===== src/pkg/tcr_params.svh =====
// Offsets, field positions, reset values and timing counts of the command front end
`ifndef TCR_PARAMS_SVH
`define TCR_PARAMS_SVH
// Device code in instruction bits 3..8
`define TCR_DEV_CODE 6'h3e
// Command register layout (bus bits 00..09)
`define TCR_CMD_W 10
`define TCR_USEL_LO 0
`define TCR_USEL_HI 2
`define TCR_DIR_BIT 3
`define TCR_GO_BIT 4
`define TCR_FUNC_LO 5
`define TCR_FUNC_HI 8
`define TCR_IEN_BIT 9
`define TCR_CMD_RST 10'h000
// Format function code in the function field
`define TCR_FMT_FUNC 4'h7
// Clock period in ns
`define TCR_CLK_NS 100
// Strobe width 400 ns
`define TCR_STROBE_NS 400
`define TCR_STROBE_CYC (`TCR_STROBE_NS / `TCR_CLK_NS)
// Settle delay 5 us
`define TCR_SETTLE_NS 5000
`define TCR_SETTLE_CYC (`TCR_SETTLE_NS / `TCR_CLK_NS)
// Blanking 10 us
`define TCR_BLANK_NS 10000
`define TCR_BLANK_CYC (`TCR_BLANK_NS / `TCR_CLK_NS)
// Rate window 70 us
`define TCR_RATE_NS 70000
`define TCR_RATE_CYC (`TCR_RATE_NS / `TCR_CLK_NS)
// Up-to-speed delay 120 ms
`define TCR_SPEED_MS 120
`define TCR_SPEED_CYC (`TCR_SPEED_MS * 10000)
// Format clock 120 kc: half period in cycles (rounded down)
`define TCR_FMT_KHZ 120
`define TCR_FMT_HALF (10000 / (2 * `TCR_FMT_KHZ))
`endif


===== src/pkg/tcr_pkg.sv =====
// Types shared by the command front end
package tcr_pkg;
   typedef logic [9:0] tcr_cmd_t;
   typedef logic [2:0] tcr_unit_t;
   typedef enum logic [1:0] {
      TCR_SPD_IDLE = 2'b00,
      TCR_SPD_WAIT = 2'b01,
      TCR_SPD_RATE = 2'b10,
      TCR_SPD_UP = 2'b11
   } tcr_spd_e;
endpackage


===== src/logic/tcr_command_ctrl.sv =====
// Command register, unit select, motion sequencing and timing pulses
`timescale 1ns/100ps
`default_nettype none
`include "tcr_params.svh"
module tcr_command_ctrl #(
   parameter int SPEED_CYC = `TCR_SPEED_CYC,
   parameter int SETTLE_CYC = `TCR_SETTLE_CYC
) (
   // Clock and reset
   input wire logic mclk,
   input wire logic reset,
   // Processor I/O bus
   input wire logic [5:0] devCode,
   input wire logic ioPulseOne,
   input wire logic ioPulseTwo,
   input wire logic ioPulseFour,
   input wire logic powerClear,
   input wire logic [9:0] busIn,
   output logic [9:0] busOut,
   output logic busOutEn,
   output logic irqRequest,
   // Operator switch and word counter
   input wire logic maintenanceSwitch,
   input wire logic wordCounterBitLow,
   input wire logic writeRequest,
   // Transports
   input wire logic timingTrackEdge,
   output logic [7:0] unitSelect,
   output logic forwardDir,
   output logic reverseDir,
   output logic goOut,
   output logic stopOut,
   output logic timingPulseA,
   output logic timingPulseB,
   output logic timingTrackWrite,
   output logic writeWordEnableFf,
   output logic settleDelayLevel,
   output logic upToSpeed
);
   import tcr_pkg::*;

   localparam logic [3:0] STRB = 4'(`TCR_STROBE_CYC);
   localparam logic [5:0] FMTH = 6'(`TCR_FMT_HALF);
   localparam logic [7:0] BLNK = 8'(`TCR_BLANK_CYC);
   localparam logic [9:0] RATE = 10'(`TCR_RATE_CYC);

   // Pin synchronisers, three stages each
   logic [2:0] edgeSync_r;
   logic [2:0] fmtSync_r;
   logic [2:0] c2Sync_r;
   logic edgeSeen_r;
   logic fmtLvl_r;
   logic c2Lvl_r;
   logic trackRise;
   logic trackFall; // Falling track edge, agreed by stages two and three
   logic c2Fall;

   // Command register and motion state
   tcr_cmd_t cmd_r;
   logic motionFf_r;
   logic [3:0] clrCnt_r;
   logic [3:0] rdCnt_r;
   logic [7:0] settleCnt_r;
   logic devHit;

   // Timing state
   logic [5:0] fmtCnt_r;
   logic fmtClk_r;
   logic divLo_r;
   logic divHi_r;
   logic [7:0] blankCnt_r;
   logic fmtEnable;
   logic fmtTick;

   // Up-to-speed sequencer
   tcr_spd_e spd_r;
   logic [20:0] spdCnt_r;

   assign devHit = (devCode == `TCR_DEV_CODE);
   // Edges count only once stages two and three agree on the new level
   assign trackRise = edgeSync_r[2] & edgeSync_r[1] & ~edgeSeen_r;
   assign trackFall = ~edgeSync_r[2] & ~edgeSync_r[1] & edgeSeen_r;
   assign c2Fall = ~c2Sync_r[2] & ~c2Sync_r[1] & c2Lvl_r;
   assign fmtEnable = fmtLvl_r & cmd_r[`TCR_GO_BIT] &
      (cmd_r[`TCR_FUNC_HI:`TCR_FUNC_LO] == `TCR_FMT_FUNC);
   assign fmtTick = fmtEnable && (fmtCnt_r == FMTH - 6'h01);

   // Synchronise pins; a change counts when stages two and three agree
   always_ff @(posedge mclk) begin
      edgeSync_r <= {edgeSync_r[1:0], timingTrackEdge};
      fmtSync_r <= {fmtSync_r[1:0], maintenanceSwitch};
      c2Sync_r <= {c2Sync_r[1:0], wordCounterBitLow};
      if (reset) begin
         edgeSeen_r <= 1'b0;
         fmtLvl_r <= 1'b0;
         c2Lvl_r <= 1'b0;
      end else begin
         if (edgeSync_r[2] == edgeSync_r[1]) edgeSeen_r <= edgeSync_r[2];
         if (fmtSync_r[2] == fmtSync_r[1]) fmtLvl_r <= fmtSync_r[2];
         if (c2Sync_r[2] == c2Sync_r[1]) c2Lvl_r <= c2Sync_r[2];
      end
   end

   // Command register: clear, exclusive-OR load
   always_ff @(posedge mclk) begin
      if (reset || powerClear) begin
         cmd_r <= `TCR_CMD_RST;
      end else if (devHit && ioPulseOne) begin
         cmd_r <= `TCR_CMD_RST;
      end else if (devHit && ioPulseFour) begin
         cmd_r <= cmd_r ^ busIn;
      end
   end

   // Clear and read strobes of 400 ns
   always_ff @(posedge mclk) begin
      if (reset) begin
         clrCnt_r <= 4'h0;
         rdCnt_r <= 4'h0;
      end else begin
         if (devHit && ioPulseOne) clrCnt_r <= STRB;
         else if (clrCnt_r != 4'h0) clrCnt_r <= clrCnt_r - 4'h1;
         // Pulse edge plus three more cycles gives a 400 ns strobe
         if (devHit && ioPulseTwo) rdCnt_r <= STRB - 4'h1;
         else if (rdCnt_r != 4'h0) rdCnt_r <= rdCnt_r - 4'h1;
      end
   end

   // Read-back onto the bus during the read strobe
   always_ff @(posedge mclk) begin
      if (reset) begin
         busOut <= 10'h000;
         busOutEn <= 1'b0;
      end else begin
         busOutEn <= (rdCnt_r != 4'h0) || (devHit && ioPulseTwo);
         busOut <= ((rdCnt_r != 4'h0) || (devHit && ioPulseTwo)) ?
            cmd_r : 10'h000;
      end
   end

   // Settle delay after clear or load; motion flip-flop at its end
   always_ff @(posedge mclk) begin
      if (reset) begin
         settleCnt_r <= 8'h00;
         motionFf_r <= 1'b0;
      end else begin
         if (devHit && (ioPulseOne || ioPulseFour)) begin
            settleCnt_r <= 8'(SETTLE_CYC);
         end else if (settleCnt_r != 8'h00) begin
            settleCnt_r <= settleCnt_r - 8'h01;
         end
         if (!cmd_r[`TCR_GO_BIT]) begin
            motionFf_r <= 1'b0;
         end else if (settleCnt_r == 8'h01) begin
            motionFf_r <= cmd_r[`TCR_GO_BIT];
         end
      end
   end

   // Transport control outputs
   always_ff @(posedge mclk) begin
      if (reset) begin
         unitSelect <= 8'h00;
         forwardDir <= 1'b0;
         reverseDir <= 1'b0;
         goOut <= 1'b0;
         stopOut <= 1'b0;
         settleDelayLevel <= 1'b0;
         irqRequest <= 1'b0;
      end else begin
         unitSelect <= 8'h01 << cmd_r[`TCR_USEL_HI:`TCR_USEL_LO];
         settleDelayLevel <= (settleCnt_r != 8'h00);
         if ((clrCnt_r != 4'h0) || !cmd_r[`TCR_GO_BIT] ||
             (settleCnt_r != 8'h00) || !motionFf_r) begin
            forwardDir <= 1'b0;
            reverseDir <= 1'b0;
         end else begin
            forwardDir <= ~cmd_r[`TCR_DIR_BIT];
            reverseDir <= cmd_r[`TCR_DIR_BIT];
         end
         goOut <= (settleCnt_r == 8'h00) && cmd_r[`TCR_GO_BIT];
         stopOut <= (settleCnt_r == 8'h00) && !cmd_r[`TCR_GO_BIT];
         irqRequest <= cmd_r[`TCR_IEN_BIT];
      end
   end

   // Format clock and two-stage divider
   always_ff @(posedge mclk) begin
      if (reset || !fmtEnable) begin
         fmtCnt_r <= 6'h00;
         fmtClk_r <= 1'b0;
         divLo_r <= 1'b0;
         divHi_r <= 1'b0;
      end else begin
         fmtCnt_r <= fmtTick ? 6'h00 : fmtCnt_r + 6'h01;
         if (fmtTick) begin
            fmtClk_r <= ~fmtClk_r;
            if (!fmtClk_r) begin
               divLo_r <= ~divLo_r;
               if (!divLo_r) divHi_r <= ~divHi_r;
            end
         end
      end
   end

   // Write word enable: set and release only at counter-low fall
   always_ff @(posedge mclk) begin
      if (reset) begin
         writeWordEnableFf <= 1'b0;
      end else if (c2Fall) begin
         writeWordEnableFf <= writeRequest;
      end
   end

   // Timing pulses, blanking and track write data
   always_ff @(posedge mclk) begin
      if (reset) begin
         timingPulseA <= 1'b0;
         timingPulseB <= 1'b0;
         timingTrackWrite <= 1'b0;
         blankCnt_r <= 8'h00;
      end else begin
         timingTrackWrite <= fmtEnable & divHi_r;
         timingPulseA <= 1'b0;
         timingPulseB <= 1'b0;
         if (blankCnt_r != 8'h00) blankCnt_r <= blankCnt_r - 8'h01;
         if (fmtEnable) begin
            if (fmtTick && !fmtClk_r && !divLo_r) begin
               timingPulseA <= ~divHi_r;
               timingPulseB <= divHi_r;
            end
         end else if (spd_r == TCR_SPD_UP && blankCnt_r == 8'h00 &&
                      (trackRise || trackFall)) begin
            // Rising track edge gives one pulse, falling edge the other
            timingPulseA <= trackRise;
            timingPulseB <= trackFall;
            blankCnt_r <= BLNK;
         end
      end
   end

   // Up-to-speed: 120 ms wait, then two rising edges within 70 us
   always_ff @(posedge mclk) begin
      if (reset || !motionFf_r) begin
         spd_r <= TCR_SPD_IDLE;
         spdCnt_r <= 21'h000000;
      end else if (devHit && ioPulseFour &&
                   (busIn[`TCR_GO_BIT:`TCR_USEL_LO] != 5'h00)) begin
         spd_r <= TCR_SPD_WAIT;
         spdCnt_r <= 21'(SPEED_CYC);
      end else begin
         case (spd_r)
            TCR_SPD_IDLE: begin
               spd_r <= TCR_SPD_WAIT;
               spdCnt_r <= 21'(SPEED_CYC);
            end
            TCR_SPD_WAIT: begin
               if (spdCnt_r != 21'h000000) spdCnt_r <= spdCnt_r - 21'h1;
               else if (trackRise) begin
                  spd_r <= TCR_SPD_RATE;
                  spdCnt_r <= 21'(RATE);
               end
            end
            TCR_SPD_RATE: begin
               if (trackRise) spd_r <= TCR_SPD_UP;
               else if (spdCnt_r == 21'h000000) spd_r <= TCR_SPD_WAIT;
               else spdCnt_r <= spdCnt_r - 21'h1;
            end
            default: spd_r <= TCR_SPD_UP;
         endcase
      end
   end

   always_ff @(posedge mclk) begin
      if (reset) upToSpeed <= 1'b0;
      else upToSpeed <= (spd_r == TCR_SPD_UP);
   end
endmodule
`default_nettype wire


===== config.mk =====
export PLATFORM = sky130hd
export DESIGN_NAME = tcr_command_ctrl
export DESIGN_NICKNAME = d
export VERILOG_FILES = /design/src/pkg/tcr_pkg.sv /design/src/logic/tcr_command_ctrl.sv
export VERILOG_INCLUDE_DIRS = /design/src /design/src/pkg
export SDC_FILE = /design/constraint.sdc
export NUM_CORES = 1
export LEC_CHECK = 0
export CAP_MARGIN = 20
export CORE_ASPECT_RATIO = 0.5
export CORE_MARGIN = 2
export CORE_UTILIZATION = 63
export CTS_CLUSTER_DIAMETER = 60
export DETAILED_ROUTE_END_ITERATION = 7
export DONT_BUFFER_PORTS = 1
export PLACE_DENSITY = 0.81
export SYNTH_ARGS = -nofsm -noshare
export SYNTH_HDL_FRONTEND = slang
export SYNTH_SLANG_ARGS = --single-unit

===== constraint.sdc =====
create_clock -name mclk -period 2.5 [get_ports mclk]
set_clock_uncertainty 0.05 [all_clocks]
set_input_delay 0.375 -clock mclk [delete_from_list [all_inputs] [get_ports mclk]]
set_output_delay 0.375 -clock mclk [all_outputs]
set_load 0.1 [all_outputs]

# Word-level counts from Yosys, hierarchy flattened
# Index checks and enable logic that the tools add are counted.
[totals]
reg_bits = 109
out_inout_bits = 30
[op_classes]
addsub = 6
n_eq_ne = 22
shift = 1
n_mux = 27
bitwise_logic = 21
reduce_logical = 56
[ops]
columns = ["operator", "count"]
rows = [
  ["2-to-1 mux 21 bit", 5],
  ["one-hot mux 21 bit (3 select lines)", 1],
  ["2-to-1 mux 8 bit", 3],
  ["zero test 21 bit", 1],
  ["nonzero test 21 bit", 1],
  ["subtractor 21 x 1 -> 21 bit (second input constant)", 1],
  ["!= test 3 bit (second input constant)", 6],
  ["OR reduction 2 bit", 9],
  ["zero test 8 bit", 2],
  ["nonzero test 8 bit", 2],
  ["subtractor 8 x 1 -> 8 bit (second input constant)", 2],
  ["== test 6 bit (second input constant)", 2],
  ["logical AND 1 bit", 12],
  ["2-to-1 mux 2 bit", 6],
  ["2-to-1 mux 6 bit", 2],
  ["nonzero test 4 bit", 3],
  ["NOT 1 bit", 11],
  ["XOR 10 bit", 1],
  ["bitwise AND 1 bit", 9],
  ["logical OR 1 bit", 9],
  ["AND reduction 3 bit", 3],
  ["== test 8 x 1 -> 1 bit (second input constant)", 1],
  ["!= test 2 bit (second input constant)", 4],
  ["!= test 4 bit (second input constant)", 2],
  ["other kinds (17)", 35],
]

# Logic depth before layout (Yosys ltp)
[depth]
ltp_word = 7
ltp_mapped = 9
mapped_depth_nobuf = 8

# Least setup slack after synthesis
# No wires, ideal clock.
[synth_path]
path_type = "register -> register"
start = "reg spdCnt_r[0]"
end = "reg spdCnt_r[12]"
setup_ns = 0.067
arrival_ns = 1.834
required_time_ns = 2.383
slack_ns = 0.548
path_stages_with_launch = 9
n_path_buf = 0
period_less_slack_ns = 1.952
path_cell_list = "dfxtp_1 -> inv_1 -> ha_1 -> nor4b_4 -> nand4_4 -> nor2_2 -> a2111o_1 -> or3_1 -> a21oi_2"
[synth_via]
elab_chain_cells = 4
[synth_rtl]
columns = ["element", "line_no", "text"]
rows = [
  ["start, declared", "tcr_command_ctrl.sv:77", "logic [20:0] spdCnt_r;"],
  ["start signal, assigned", "tcr_command_ctrl.sv:250", "spdCnt_r <= 21'(SPEED_CYC);"],
  ["start signal, assigned", "tcr_command_ctrl.sv:255", "spdCnt_r <= 21'(SPEED_CYC);"],
  ["start signal, assigned", "tcr_command_ctrl.sv:258", "if (spdCnt_r != 21'h000000) spdCnt_r <= spdCnt_r - 21'h1;"],
  ["subtractor 21 x 1 -> 21 bit", "tcr_command_ctrl.sv:258, tcr_command_ctrl.sv:267", ""],
  ["2-to-1 mux 21 bit", "tcr_command_ctrl.sv:266", "else if (spdCnt_r == 21'h000000) spd_r <= TCR_SPD_WAIT;"],
  ["2-to-1 mux 21 bit", "tcr_command_ctrl.sv:265", "if (trackRise) spd_r <= TCR_SPD_UP;"],
  ["one-hot mux 21 bit (3 select lines)", "tcr_command_ctrl.sv:252", "case (spd_r)"],
]
# Parallel ways exist; a longest one is shown, timed or not. The select of a mux whose other input is x is not followed.
# A chain may end at the register's enable or synchronous reset.

# Final worst setup path
[layout_path]
start = "reg spdCnt_r[0]"
end = "reg spdCnt_r[5]"
# Same word-level chain as after synthesis.

==> reports/results.txt <==
Outcome - finished, final reports clean
Final Cycle Share - 86.9%
Final hold vios - 0
Max Fclk - 0.460 GHz
CTS tree - yes
Post-synth EDFFs - 0
First-pass GRT wire length - 17400 µm
Via count - 3900
Synth top area cells - dfxtp_1, nor2_1, ha_1, a21oi_1, nand2_1
Initial DRC Count - 259
Slew HR - 47.2%
Setup CP Type - reg -> reg
Maximum VDD drop - 0.000524 V
Mapped Avg Cell Area - 9.08 µm²
CP endpoint kind - flop
Pre-antenna DRT Iters - 5
Core footprint - 7430 µm²
PnR Total Power - 4700 µW
Post-DRT Antenna Nets - 0
Num CTS Buffers - 9
Initial antenna violation count - 0
GP Congestion - 0.919
Drc violations - 0
Max_cap viols - 0
Die area - 8520 µm²
Slew Viols, Final - 0
Antenna diodes - 0
Most common cell after layout, fill and taps aside - dfxtp_1
Starting Density - 65.7%
CP cell instances - inv_1 > ha_1 > nor4b_4 > and4_4 > a21oi_4 > o21bai_4 > a21oi_1 > o221a_2
Worst-skew pair later-pin latency - 0.35 ns
Slowest stage delay, CP - 0.37 ns
Worst endpoint required time - 2.69 ns
Biggest area consumer among synthesized cells - dfxtp_1
Syn Inst Count - 538
Cell Area, Synth - 4880 µm²
Postcts setup bufs - 0
WL per Instance - 14.8 µm
Critical path data arrival time - 2.36 ns
Sequential share of the synthesized area - 44.7%
Synth warn - 0
Design Area, Final - 5560 µm²
Worst path slowest cell - o21bai_4
Port Buffers - 0
Largest net degree at the start of global routing - 38
Row count - 22
Die width - 129 µm
CTS Root Cell - clkbuf_16
Setup TNS Final - 0 ns
All-Layer GR Usage - 26.1%
Ports - 56
Synth top area share - 44.7%
Pwr/cell area - 845 nW/µm²
CP Launch Type - flop
Area growth syn-to-layout - 13.9%
Leakage - 0.00230 µW
Fraction of registers with async set/reset - 0%
Total grt overflow - 0
H-tree depth - 3
Distinct cells, synth - 67
Most frequent cells in the layout - dfxtp_1, nor2_1, nand2_1
Layout cells sized above 1 - 15.2%
Post-DR vias/cell - 5.73
Minimum clock period - 2.17 ns
CTS Sinks - 109
Core Util, Final - 74.8%
Largest fanout on the critical path - 15
HPWL after DPL - 7200 µm
Final WL - 10100 µm
DIE HEIGHT - 66.3 µm
Layout net count - 625
Number of synthesized register bits - 109
Unrepaired setup endpoints after global routing - false
Post-Syn Nets - 583
Clock Path Buffers - 2
Synth Flop Type - dfxtp_1
Worst hold path type - in -> reg
Vias in the first global route - 3696
Slew @ Worst Pin - 0.783 ns
Setup Viol. Count Final - 0
Post-place instance area - 5240 µm²
Clock transition at the registers of the reported paths - 0.07 ns
flip-flops by register name (all words and copies together), names as in the netlist, 2 cells and up:
signal       cells
unitSelect       8
fmtSync_r        3
spdCnt_r        21
blankCnt_r       8
cmd_r           10
clrCnt_r         4
c2Sync_r         3
spd_r            2
settleCnt_r      8
busOut          10
rdCnt_r          4
fmtCnt_r         6
edgeSync_r       3
worst paths after layout:
check / cells after the start / from / slack (ns) / to
worst max-delay path: 8 / spdCnt_r[0] / 0.33 / spdCnt_r[5]
worst min register to register: 0 / fmtSync_r[0] / 0.28 / fmtSync_r[1]
worst min-delay path: 1 / reset / 0.04 / writeWordEnableFf
worst max register to register: 8 / spdCnt_r[0] / 0.33 / spdCnt_r[5]
metal layers:
| metal | track usage, % | part of all wire [%] | vias to the layer above |
|---|---|---|---|
| met1 | 31.8 | 46 | 1833 |
| met5 | 0 | 0 | - |
| met2 | 45.4 | 48 | 90 |
| met4 | 7.74 | 1.7 | 0 |
| li1 | - | - | 1959 |
| met3 | 7.61 | 4.6 | 18 |
report_power, final:
| group | leakage (µW) | switching, µW | internal (µW) |
|---|---|---|---|
| Clock | 0.000141 | 672 | 700 |
| Sequential | 0.000888 | 170 | 1930 |
| Combinational | 0.00127 | 726 | 505 |
| Total | 0.00230 | 1570 | 3130 |
logic make-up after synthesis:
group / synth area share (%)
XOR/XNOR: 5.56
adder cells (fa/ha/maj): 4.87
buffers and inverters: 3.30
AND/OR/NAND/NOR: 25.3
multiplexers: 0.615
AO/OA/AOI/OAI: 15.7
flip-flops: 44.7
Yosys cell counts, types with 3 or more instances:
library cell    n
dfxtp_1       109
nor2_1         79
nand2_1        43
a21oi_1        33
inv_1          27
nor3_1         21
ha_1           19
xnor2_1        16
nand3_1        15
o21ai_0        15
xor2_1         15
and2_1         12
nor4_1          9
clkbuf_1        8
nand2b_1        7
nor2b_1         7
o21ai_1         6
or3_1           5
a21o_1          4
a31o_2          4
and3_1          4
nand3b_1        4
nand4_1         4
o211a_1         4
a211oi_1        3
mux2i_1         3
nor3_2          3
o211ai_1        3
o22ai_1         3
o31ai_1         3
or2_2           3
critical path: cells and delay by family (launching register included):
family | cells | cell delay, ns
AOI/OAI and AO/OA | 4 | 0.80
adders and majority gates | 1 | 0.16
buffers and inverters | 1 | 0.11
DFF | 1 | 0.35
and+or+nand+nor | 2 | 0.58
layout make-up:
cell class                      count  area, µm²
Clock buffer                        9        225
Clock inverter                      7       70.1
Fill cell                         537       1870
Inverter                           27        101
Multi-Input combinational cell    391       2540
Sequential cell                   109       2180
Tap cell                           96        120
Timing Repair Buffer               42        323
what timing repair did:
action / CTS / global route
gates resized for setup: 0 / 0
hold buffers: 3 / 0
hold endpoints to repair: 3 / 0
stage by stage:
stage / cells / setup WS (ns) / hold WS (ns)
final: 681 / 0.328 / 0.0384
after CTS: 681 / 0.328 / 0.0309
after global placement: 662 / 0.434 / 0.260
after global routing: 681 / 0.153 / 0.0212
after floorplan: 538 / 0.548 / 0.260
after detailed placement: 662 / 0.350 / 0.263
(Power assumes the default switching activity.)
